## src/verilog/dftm_pkg.sv

```systemverilog
/*
  Constants and types of the drive fault-trip manager: source indices,
  hold classes, register offsets, field positions and timing figures.
  Assumes a single 50 MHz system clock.
*/
package dftm_pkg;

  localparam int NSRC = 17;
  localparam int CW = 5;

  // Source index is also its display code; lower index wins
  localparam int FI_OCT = 0;
  localparam int FI_OVT = 1;
  localparam int FI_GFT = 2;
  localparam int FI_LVT = 3;
  localparam int FI_LV2 = 4;
  localparam int FI_IOL = 5;
  localparam int FI_ETH = 6;
  localparam int FI_POT = 7;
  localparam int FI_IPO = 8;
  localparam int FI_OLT = 9;
  localparam int FI_ULT = 10;
  localparam int FI_NMT = 11;
  localparam int FI_ROT = 12;
  localparam int FI_OVER_TORQUE_FIRST_TRIP = 13;
  localparam int FI_OVER_TORQUE_SECOND_TRIP = 14;
  localparam int FI_UNDER_TORQUE_FIRST_TRIP = 15;
  localparam int FI_UNDER_TORQUE_SECOND_TRIP = 16;

  localparam logic [NSRC-1:0] CLS_LEVEL = 17'h00008;
  localparam logic [NSRC-1:0] CLS_FATAL = 17'h00000;
  localparam logic [CW-1:0] NO_FAULT_CODE = 5'h1f;

  // Byte addresses of the register port
  localparam logic [7:0] ADDR_EN = 8'h00;
  localparam logic [7:0] ADDR_CFG = 8'h04;
  localparam logic [7:0] ADDR_TQ = 8'h08;
  localparam logic [7:0] ADDR_LVL = 8'h0c;
  localparam logic [7:0] ADDR_WARN = 8'h10;
  localparam logic [7:0] ADDR_ACT = 8'h14;
  localparam logic [7:0] ADDR_DISP = 8'h18;
  localparam logic [7:0] ADDR_HIST = 8'h1c;

  localparam int PHASE_OUT_BIT = 1;
  localparam int PHASE_IN_BIT = 2;
  localparam logic [7:0] PARAM_ONE = 8'h01;
  localparam logic [3:0] TQ_OVER_A = 4'h3;
  localparam logic [3:0] TQ_OVER_B = 4'h4;
  localparam logic [3:0] TQ_UNDER_A = 4'h7;
  localparam logic [3:0] TQ_UNDER_B = 4'h8;

  localparam int CLK_NS = 20;
  localparam int MS_NS = 1000000;
  localparam int MS_CYC = MS_NS / CLK_NS;

  // Drive overload budget, in millisecond units of full rate
  localparam int AW = 17;
  localparam logic [7:0] PCT_100 = 8'h64;
  localparam logic [7:0] PCT_120 = 8'h78;
  localparam logic [7:0] PCT_150 = 8'h96;
  localparam logic [7:0] PCT_200 = 8'hc8;
  localparam int OL_T150_MS = 60000;
  localparam int OL_T200_MS = 4000;
  localparam int OL_T200L_MS = 2000;
  localparam logic [AW-1:0] OL_LIM = AW'(OL_T150_MS);
  localparam logic [AW-1:0] OL_INC_HI = AW'(OL_T150_MS / OL_T200_MS);
  localparam logic [AW-1:0] OL_INC_HIL = AW'(OL_T150_MS / OL_T200L_MS);
  localparam logic [AW-1:0] ETH_LIM = AW'(60000);

  typedef struct packed {
    logic fault_reset;
    logic overcurrent;
    logic overvoltage;
    logic undervoltage;
    logic ground_fault;
    logic out_phase_open;
    logic in_phase_open;
    logic motor_absent;
    logic relay_fail;
    logic running;
    logic light_duty;
    logic [7:0] load_pct;
    logic [7:0] current_pct;
  } dftm_sens_s;

  localparam int SENS_W = $bits(dftm_sens_s);

endpackage

```

## src/verilog/dftm_top.sv

```systemverilog
/*
  Drive fault-trip manager: conditions each monitor input, holds each
  trip by its class, keeps a short fault history and the display code.
  Assumes sensing inputs and the operator reset are asynchronous pins,
  and that resetn is the power-on reset of the whole drive.
*/
`timescale 1ns/10ps

// Operation
// - Enabled fault either halts the drive or raises a warning, per source.
// - Simultaneous trips show only the highest priority code.
// - Level faults clear with their condition and never enter history.
// - Latch faults clear only after condition gone plus a reset input.
// - Fatal faults survive reset input; only power-on reset clears them.
// - With no fault active the display shows the no-fault code.
// - Motor overload, latch, load above level, enable nonzero.
// - Motor underload, latch, load below level, enable nonzero.
// - Latch overcurrent trip from the output-current monitor.
// - Latch overvoltage trip from the DC-bus monitor.
// - Level undervoltage fault from the DC-bus monitor.
// - Latch running undervoltage trip when its parameter equals one.
// - Latch inverse-time motor thermal trip, enable nonzero.
// - Latch output phase-open trip when config bit one set.
// - Latch input phase-open trip when config bit two set.
// - Drive overload: 150% 1 min, 200% 4 s; light 120%, 200% 2 s.
// - Latch no-motor trip while running when its enable equals one.
// - First over-torque trip, current above level one, mode 3 or 4.
// - Second over-torque trip, current above level two, mode 3 or 4.
// - First under-torque trip, current below level one, mode 7 or 8.
// - Second under-torque trip, current below level two, mode 7 or 8.
// - Latch relay-open trip at power-up when relay check equals one.
module dftm_top
  import dftm_pkg::*;
#(
  parameter int MS_CYCLES = MS_CYC
) (
  input wire logic core_clk,
  input wire logic resetn,
  input wire dftm_sens_s sens_pins,
  input wire logic [7:0] reg_addr,
  input wire logic [31:0] reg_wdata,
  input wire logic reg_we,
  input wire logic reg_re,
  output logic [31:0] reg_rdata,
  output logic trip_halt,
  output logic warning_out,
  output logic [CW-1:0] display_code
);

  // Input conditioning: three stages, accept when stages two and three agree
  // The agreement stage filters one-cycle glitches on the pins;
  // the cost is one more edge of latency on every fault path.
  logic [SENS_W-1:0] sy1_r;
  logic [SENS_W-1:0] sy2_r;
  logic [SENS_W-1:0] sy3_r;
  logic [SENS_W-1:0] syq_r;
  dftm_sens_s sn;

  genvar b;
  generate
    for (b = 0; b < SENS_W; b++) begin : g_sync
      always_ff @(posedge core_clk) begin
        if (!resetn) begin
          sy1_r[b] <= 1'b0;
          sy2_r[b] <= 1'b0;
          sy3_r[b] <= 1'b0;
          syq_r[b] <= 1'b0;
        end else begin
          sy1_r[b] <= sens_pins[b];
          sy2_r[b] <= sy1_r[b];
          sy3_r[b] <= sy2_r[b];
          if (sy2_r[b] == sy3_r[b]) begin
            syq_r[b] <= sy3_r[b];
          end
        end
      end
    end
  endgenerate

  assign sn = dftm_sens_s'(syq_r);

  // A held reset must not clear a fault that comes back later
  logic rst_d_r;
  wire rst_edge = sn.fault_reset & ~rst_d_r;

  always_ff @(posedge core_clk) begin
    if (!resetn) begin
      rst_d_r <= 1'b0;
    end else begin
      rst_d_r <= sn.fault_reset;
    end
  end

  // Parameter registers
  // Fields with no meaning read back as written, except warning-mask bits
  // above the sources, which read as zero; the read path stays a plain selection.
  logic [31:0] en_r;
  logic [31:0] cfg_r;
  logic [31:0] tq_r;
  logic [31:0] lvl_r;
  logic [NSRC-1:0] warn_mask_r;

  wire [7:0] overload_enable_param = en_r[7:0];
  wire [7:0] underload_enable_param = en_r[15:8];
  wire [7:0] thermal_enable_param = en_r[23:16];
  wire [7:0] no_motor_enable_param = en_r[31:24];
  wire [7:0] run_undervolt_enable_param = cfg_r[7:0];
  wire [7:0] phase_loss_config_param = cfg_r[15:8];
  wire [7:0] relay_check_param = cfg_r[23:16];
  wire [3:0] torque_mode_first = tq_r[3:0];
  wire [3:0] torque_mode_second = tq_r[7:4];
  wire [7:0] torque_level_first = tq_r[15:8];
  wire [7:0] torque_level_second = tq_r[23:16];
  wire [7:0] overload_level = lvl_r[7:0];
  wire [7:0] underload_level = lvl_r[15:8];
  wire [7:0] thermal_level = lvl_r[23:16];

  wire wr_en = reg_we & (reg_addr == ADDR_EN);
  wire wr_cfg = reg_we & (reg_addr == ADDR_CFG);
  wire wr_tq = reg_we & (reg_addr == ADDR_TQ);
  wire wr_lvl = reg_we & (reg_addr == ADDR_LVL);
  wire wr_warn = reg_we & (reg_addr == ADDR_WARN);

  always_ff @(posedge core_clk) begin
    if (!resetn) begin
      en_r <= 32'h0;
      cfg_r <= 32'h0;
      tq_r <= 32'h0;
      lvl_r <= 32'h0;
      warn_mask_r <= '0;
    end else begin
      if (wr_en) en_r <= reg_wdata;
      if (wr_cfg) cfg_r <= reg_wdata;
      if (wr_tq) tq_r <= reg_wdata;
      if (wr_lvl) lvl_r <= reg_wdata;
      if (wr_warn) warn_mask_r <= reg_wdata[NSRC-1:0];
    end
  end

  // Millisecond enable for the inverse-time accumulators
  // One shared tick keeps both accumulators on the same time base.
  // The counter width bounds the largest usable MS_CYCLES value.
  logic [16:0] ms_cnt_r;
  wire ms_tick = (ms_cnt_r == 17'(MS_CYCLES - 1));

  always_ff @(posedge core_clk) begin
    if (!resetn) begin
      ms_cnt_r <= 17'h0;
    end else if (ms_tick) begin
      ms_cnt_r <= 17'h0;
    end else begin
      ms_cnt_r <= ms_cnt_r + 17'h1;
    end
  end

  // Drive overload budget; rate steps give the two fixed endurance points
  // Below the knee the budget drains one unit per tick, so a drive that
  // ran hot recovers slowly, much like a warm heat sink.
  // Clipping at the limit keeps that recovery time bounded.
  logic [AW-1:0] iol_acc_r;
  logic [AW-1:0] iol_acc_nxt;
  wire [7:0] ol_knee = sn.light_duty ? PCT_120 : PCT_150;
  wire [AW-1:0] ol_hi_inc = sn.light_duty ? OL_INC_HIL : OL_INC_HI;
  wire ol_hi = sn.load_pct >= PCT_200;
  wire ol_mid = sn.load_pct >= ol_knee;

  always_comb begin
    iol_acc_nxt = iol_acc_r;
    if (ol_hi) begin
      iol_acc_nxt = iol_acc_r + ol_hi_inc;
    end else if (ol_mid) begin
      iol_acc_nxt = iol_acc_r + AW'(1);
    end else if (iol_acc_r != '0) begin
      iol_acc_nxt = iol_acc_r - AW'(1);
    end
    if (iol_acc_nxt > OL_LIM) begin
      iol_acc_nxt = OL_LIM;
    end
  end

  // Motor thermal: heating rate grows with the excess over the level
  // Disabling the trip empties the accumulator, so enabling it later
  // starts from a cold motor.
  logic [AW-1:0] eth_acc_r;
  logic [AW-1:0] eth_acc_nxt;
  wire eth_on = thermal_enable_param != 8'h0;
  wire eth_hot = sn.load_pct > thermal_level;
  wire [7:0] eth_excess = sn.load_pct - thermal_level;

  always_comb begin
    eth_acc_nxt = eth_acc_r;
    if (!eth_on) begin
      eth_acc_nxt = '0;
    end else if (eth_hot) begin
      eth_acc_nxt = eth_acc_r + AW'(eth_excess);
    end else if (eth_acc_r != '0) begin
      eth_acc_nxt = eth_acc_r - AW'(1);
    end
    if (eth_acc_nxt > ETH_LIM) begin
      eth_acc_nxt = ETH_LIM;
    end
  end

  always_ff @(posedge core_clk) begin
    if (!resetn) begin
      iol_acc_r <= '0;
      eth_acc_r <= '0;
    end else if (ms_tick) begin
      iol_acc_r <= iol_acc_nxt;
      eth_acc_r <= eth_acc_nxt;
    end
  end

  // Relay check only means something just after power-up
  logic pwr_up_r;
  always_ff @(posedge core_clk) begin
    if (!resetn) begin
      pwr_up_r <= 1'b1;
    end else if (ms_tick) begin
      pwr_up_r <= 1'b0;
    end
  end

  // Qualified fault conditions
  // Each source that has a parameter is gated here by it, so the hold logic
  // below never needs to know which parameter belongs to which trip.
  wire tq1_over = (torque_mode_first == TQ_OVER_A) |
                  (torque_mode_first == TQ_OVER_B);
  wire tq2_over = (torque_mode_second == TQ_OVER_A) |
                  (torque_mode_second == TQ_OVER_B);
  wire tq1_under = (torque_mode_first == TQ_UNDER_A) |
                   (torque_mode_first == TQ_UNDER_B);
  wire tq2_under = (torque_mode_second == TQ_UNDER_A) |
                   (torque_mode_second == TQ_UNDER_B);
  logic [NSRC-1:0] cond;

  always_comb begin
    cond = '0;
    cond[FI_OCT] = sn.overcurrent;
    cond[FI_OVT] = sn.overvoltage;
    cond[FI_GFT] = sn.ground_fault;
    cond[FI_LVT] = sn.undervoltage;
    cond[FI_LV2] = sn.undervoltage & sn.running &
                   (run_undervolt_enable_param == PARAM_ONE);
    cond[FI_IOL] = iol_acc_r >= OL_LIM;
    cond[FI_ETH] = eth_on & (eth_acc_r >= ETH_LIM);
    cond[FI_POT] = sn.out_phase_open &
                   phase_loss_config_param[PHASE_OUT_BIT];
    cond[FI_IPO] = sn.in_phase_open &
                   phase_loss_config_param[PHASE_IN_BIT];
    cond[FI_OLT] = (overload_enable_param != 8'h0) &
                   (sn.load_pct > overload_level);
    cond[FI_ULT] = (underload_enable_param != 8'h0) &
                   (sn.load_pct < underload_level);
    cond[FI_NMT] = sn.motor_absent & sn.running &
                   (no_motor_enable_param == PARAM_ONE);
    cond[FI_ROT] = sn.relay_fail & pwr_up_r &
                   (relay_check_param == PARAM_ONE);
    cond[FI_OVER_TORQUE_FIRST_TRIP] = tq1_over &
                    (sn.current_pct > torque_level_first);
    cond[FI_OVER_TORQUE_SECOND_TRIP] = tq2_over &
                    (sn.current_pct > torque_level_second);
    cond[FI_UNDER_TORQUE_FIRST_TRIP] = tq1_under &
                    (sn.current_pct < torque_level_first);
    cond[FI_UNDER_TORQUE_SECOND_TRIP] = tq2_under &
                    (sn.current_pct < torque_level_second);
  end

  // Per-source hold by class
  // Class comes from two package masks; a fatal source ignores the
  // operator reset entirely and only power-on reset clears it.
  logic [NSRC-1:0] held_r;
  logic [NSRC-1:0] held_nxt;

  genvar i;
  generate
    for (i = 0; i < NSRC; i++) begin : g_hold
      always_comb begin
        if (CLS_FATAL[i]) begin
          held_nxt[i] = held_r[i] | cond[i];
        end else if (CLS_LEVEL[i]) begin
          held_nxt[i] = cond[i];
        end else begin
          // New condition wins over a reset edge in the same cycle
          held_nxt[i] = cond[i] | (held_r[i] & ~rst_edge);
        end
      end
    end
  endgenerate

  always_ff @(posedge core_clk) begin
    if (!resetn) begin
      held_r <= '0;
    end else begin
      held_r <= held_nxt;
    end
  end

  function automatic logic [CW-1:0] first_code(input logic [NSRC-1:0] v);
    logic [CW-1:0] c;
    c = NO_FAULT_CODE;
    for (int k = NSRC - 1; k >= 0; k--) begin
      if (v[k]) c = CW'(k);
    end
    return c;
  endfunction

  // History: only latch and fatal onsets, top priority per cycle
  // Onsets of several sources in one cycle keep only the top one;
  // a wider history would cost a priority queue for little gain.
  wire [NSRC-1:0] onset = held_nxt & ~held_r & ~CLS_LEVEL;
  wire [CW-1:0] onset_code = first_code(onset);
  logic [4*CW-1:0] hist_r;

  always_ff @(posedge core_clk) begin
    if (!resetn) begin
      hist_r <= {4{NO_FAULT_CODE}};
    end else if (onset != '0) begin
      hist_r <= {hist_r[3*CW-1:0], onset_code};
    end
  end

  // Outputs and readouts
  // Outputs follow held_nxt so they come one edge earlier than a
  // copy of held_r would give them.
  wire [NSRC-1:0] warn_act = held_nxt & warn_mask_r;
  wire [NSRC-1:0] trip_act = held_nxt & ~warn_mask_r;
  logic [CW-1:0] warning_readout_param;

  always_ff @(posedge core_clk) begin
    if (!resetn) begin
      trip_halt <= 1'b0;
      warning_out <= 1'b0;
      display_code <= NO_FAULT_CODE;
      warning_readout_param <= NO_FAULT_CODE;
    end else begin
      trip_halt <= |trip_act;
      warning_out <= |warn_act;
      display_code <= first_code(held_nxt);
      warning_readout_param <= first_code(warn_act);
    end
  end

  // Register read: data only in the cycle after the strobe
  // Idle cycles return zero so a stale word is never taken for
  // fresh read data.
  logic [31:0] rd_mux;
  wire [31:0] disp_word = {19'h0, warning_readout_param, 3'h0,
                           display_code};

  always_comb begin
    unique case (reg_addr)
      ADDR_EN: rd_mux = en_r;
      ADDR_CFG: rd_mux = cfg_r;
      ADDR_TQ: rd_mux = tq_r;
      ADDR_LVL: rd_mux = lvl_r;
      ADDR_WARN: rd_mux = 32'(warn_mask_r);
      ADDR_ACT: rd_mux = 32'(held_r);
      ADDR_DISP: rd_mux = disp_word;
      ADDR_HIST: rd_mux = 32'(hist_r);
      default: rd_mux = 32'h0;
    endcase
  end

  always_ff @(posedge core_clk) begin
    if (!resetn) begin
      reg_rdata <= 32'h0;
    end else if (reg_re) begin
      reg_rdata <= rd_mux;
    end else begin
      reg_rdata <= 32'h0;
    end
  end

endmodule

```

## config.mk

```make
export PLATFORM = sky130hd
export DESIGN_NAME = dftm_top
export DESIGN_NICKNAME = d
export VERILOG_FILES = /design/src/verilog/dftm_pkg.sv /design/src/verilog/dftm_top.sv
export SDC_FILE = /design/constraint.sdc
export NUM_CORES = 1
export LEC_CHECK = 0
export BUFFER_PORTS_ARGS = -buffer_cell sky130_fd_sc_hd__buf_4
export CAP_MARGIN = 20
export CORE_ASPECT_RATIO = 0.7
export CORE_MARGIN = 2
export CORE_UTILIZATION = 45
export CTS_BUF_LIST = sky130_fd_sc_hd__clkbuf_4 sky130_fd_sc_hd__clkbuf_8
export CTS_CLUSTER_SIZE = 28
export DETAILED_ROUTE_END_ITERATION = 10
export MAX_ROUTING_LAYER = met4
export PLACE_DENSITY_LB_ADDON = 0.15
export SLEW_MARGIN = 40
export SYNTH_ARGS = -nofsm -noshare
export SYNTH_HDL_FRONTEND = slang
export SYNTH_SLANG_ARGS = --single-unit
```

## constraint.sdc

```tcl
create_clock -name core_clk -period 7.2 [get_ports core_clk]
set_input_delay 0.36 -clock core_clk [delete_from_list [all_inputs] [get_ports core_clk]]
set_output_delay 0.36 -clock core_clk [all_outputs]
set_load 0.01 [all_outputs]
```

==> results.ini <==
[flow_run]
maxCapViolCount = 0

[synthesis]
synth.ff_latch_count = 387
synth_top_flop_cell = dfxtp_1
yosys.area.top_type = dfxtp_1
synth_nets = 2413
synth_edf_count = 0
post-synth-top-count-cell = nand2_1
synth.top_cell.area_share_pct = 42.13
synth-seq-area-share_pct = 42.13
synth.top_cells.by_count = 459 x nand2_1, 387 x dfxtp_1, 256 x a21oi_1
synth.area.top_cells = dfxtp_1 42%, nand2_1 9.4%, a21oi_1 7.0%
yosys.cell_types.count = 92
netlist_area_mm2 = 0.01839
ys_warn_count = 0
ys_async_sr_fraction_pct = 0
synthCells = 2280
avgSynthCellArea_um2 = 8.066

[run_status]
status = complete, no violations

[clock_tree]
cts_made_buffers = 59
ctsLongestPathBuffers = 3
cts_max_level = 2
cts.sinks = 387
cts.hold.buffers_added = 57
tritoncts = done
insertion_delay_ns = 0.65
clk_pin_slew_ns = 0.07
cts-root-buf = clkbuf_8
post_cts_buffers = 0
cts_resized = 0

[die]
die-height_um = 173.1
die_area_mm2 = 0.04253
initial_core_util_pct = 45.98
fp.dieW_um = 245.6
coreArea_mm2 = 0.03999
num_io_pins = 110
core.rowCount = 61

[sta]
setup_violations = 0
tightest_slew_ns = 0.8498
fin_ws_ns = 2.124
slew_viol_final = 0
hold_viol = 0
clock_skew_ns = 0.03015
min_period_ns = 5.076
relSlewSlack_pct = 43.34
setup_tns_ns = 0
fin_crit_sh_pct = 70.50
rsz0062_at_grt = no
fmax_mhz = 197.0

[global_routing]
use_met2_pct = 42.24
grt_start_max_net_pins = 116
grt_usage_pct = 29.59
globalRoute.busiestLayer = met1
grt_pass1_wl_mm = 96.22
use_met3_pct = 5.013
grt_pass1_vias = 16371
use_met1_pct = 43.21
overflow = 0
antenna_found_initial = 5

[layout]
stdcell_count = 2969
fin_nets = 2524
fill_cells = 3787
area_delta_synth_final_pct = 16.42
drive_gt1_share_pct = 11.12

[place]
io_buffers = 109
globalplace.congestion = 0.9548
place_inst = 2808
pre_cts_slack_ns = 2.257
dp_hpwl_mm = 43.49

[worst_setup_path]
timing.rr.start = sn[8]
required_ns = 7.78
critical_path_class = reg2reg
crit_arrival_ns = 5.65
worst-path-buf-inv = 1
start_kind = flop
rr_endpoint = eth_acc_r[5]
cp_top_family = compound AO/OA/AOI/OAI gates
crit_slowest_cell = a31oi_1
reg2reg_setup_slack_ns = 2.12
crit_fanout = 7
r2r_cells = 19
cp.depth = 19
cp-end-kind = flop
path_cells = inv_1 -> ha_1 -> fa_1 -> nand2b_1 -> a21oi_1 -> a21o_1 -> a21oi_1 -> xnor2_1 -> ha_1 -> a21o_1 -> a21o_1 -> a21oi_1 -> or4_1 -> and4_1 -> o211ai_1 -> nor3b_1 -> o22ai_1 -> a31oi_1 -> o221a_1
max_stage_delay_ns = 0.58
cp-endpoint = eth_acc_r[5]
crit_start = sn[8]

[pwr]
p_leak_nw = 7.836
powerDensity_mw_per_mm2 = 198.7
finalPower_w = 0.004254
irDropWorstVdd_uv = 208.6

[detailed_routing]
drt-wirelength-per-cell_um = 21.14
routed_wl_mm = 62.77
drc = 0
num_vias = 17597
ant_nets = 0
firstDrtPassIters = 8
vias_per_cell = 5.927
drtIter0Drc = 2233

[min_path]
hold_path_class = in2reg

-- stage by stage --
| stage | cell area [um2] | hold slack [ns] | utilization, % |
|---|---|---|---|
| 6_report | 21410 | 0.01161 | 53.53 |
| 5_1_grt | 21410 | 0.01849 | 53.53 |
| 4_1_cts | 21390 | 0.002797 | 53.48 |
| 3_5_place_dp | 19590 | 0.4196 | 48.99 |
| 3_3_place_gp | 19540 | 0.4155 | 48.86 |
| 2_1_floorplan | 18390 | 0.4119 | - |
-- layout make-up --
type                       instances  area, um2  area share [%]
sequential                       387       7747           36.19
inverter                          73      281.5           1.315
antenna                            5      12.51         0.05844
clock buffer                      85       1051           4.909
tap                              535      669.4           3.127
clock inverter                    14      173.9          0.8123
multi-input combinational       1683       9915           46.31
timing repair buffer             187       1559           7.282
-- worst min-delay path by stage --
| stage | from | endpoint | slack [ns] | cells past startpoint |
|---|---|---|---|---|
| floorplan | sy1_r[0] | sy2_r[0] | 0.41 | 1 |
| global placement | sy1_r[4] | sy2_r[4] | 0.42 | 1 |
| detailed placement | sy1_r[4] | sy2_r[4] | 0.42 | 1 |
| CTS | reg_wdata[0] | tq_r[0] | 0.003 | 3 |
| global route | reg_wdata[2] | cfg_r[2] | 0.02 | 3 |
| finish | reg_wdata[2] | cfg_r[2] | 0.01 | 3 |
-- layer usage --
metal	wire [um]	share of wire (%)	vias up
met5	0	0	-
met4	1209	1.9	0
met3	5975	9.5	93
met2	26140	42	871
met1	29440	47	8312
li1	-	-	8321
-- cell usage in the layout, fill, tap and decap left out, types with 8 or more instances in the layout --
master,count
nand2_1,458
dfxtp_1,387
a21oi_1,256
buf_4,129
nor2_1,117
and2_1,92
o21ai_0,73
inv_1,72
a22oi_1,71
clkbuf_8,66
ha_1,60
dlygate4sd3_1,57
nor3_1,38
nand3_1,31
a31oi_1,29
nand4_1,23
mux2i_1,23
xnor2_1,22
xor2_1,20
a21o_1,19
clkbuf_4,19
o211ai_1,18
o31ai_1,18
a211oi_1,17
and3_1,17
nor2b_1,16
nand2b_1,16
nor4_1,16
or3_1,15
o22ai_1,14
a22o_1,14
or4_1,12
a221oi_1,12
o21ai_1,11
a222oi_1,8
-- kinds of logic after synthesis --
group	Yosys count	synth area share (%)
xor gates and xnor gates	42	2.000
DFF	387	42.13
adders and majority gates	62	4.300
and+or+nand+nor	913	23.36
muxes	24	1.313
buffers and inverters	210	4.375
AOI/OAI and AO/OA	642	22.53
-- power by group --
group | switching (W) | internal [W]
Combinational | 0.0000881 | 0.0000699
Clock | 0.000876 | 0.00105
Sequential | 0.0000114 | 0.00216
Total | 0.000975 | 0.00328
-- worst register-to-register path: stages (launching register included) --
cell and delay (ns):
dfxtp_1 0.37, inv_1 0.10, ha_1 0.24, fa_1 0.40
nand2b_1 0.18, a21oi_1 0.24, a21o_1 0.15, a21oi_1 0.07
xnor2_1 0.14, ha_1 0.36, a21o_1 0.22, a21o_1 0.20
a21oi_1 0.40, or4_1 0.20, and4_1 0.22, o211ai_1 0.12
nor3b_1 0.35, o22ai_1 0.18, a31oi_1 0.58, o221a_1 0.30
-- registers in the layout, summed over array words and instances, names as in the netlist, 20 cells and up --
register,cells
sn,23
lvl_r,32
reg_rdata,32
en_r,32
hist_r,20
cfg_r,32
sy2_r,27
sy3_r,27
tq_r,32
sy1_r,27
(Power assumes the default switching activity.)
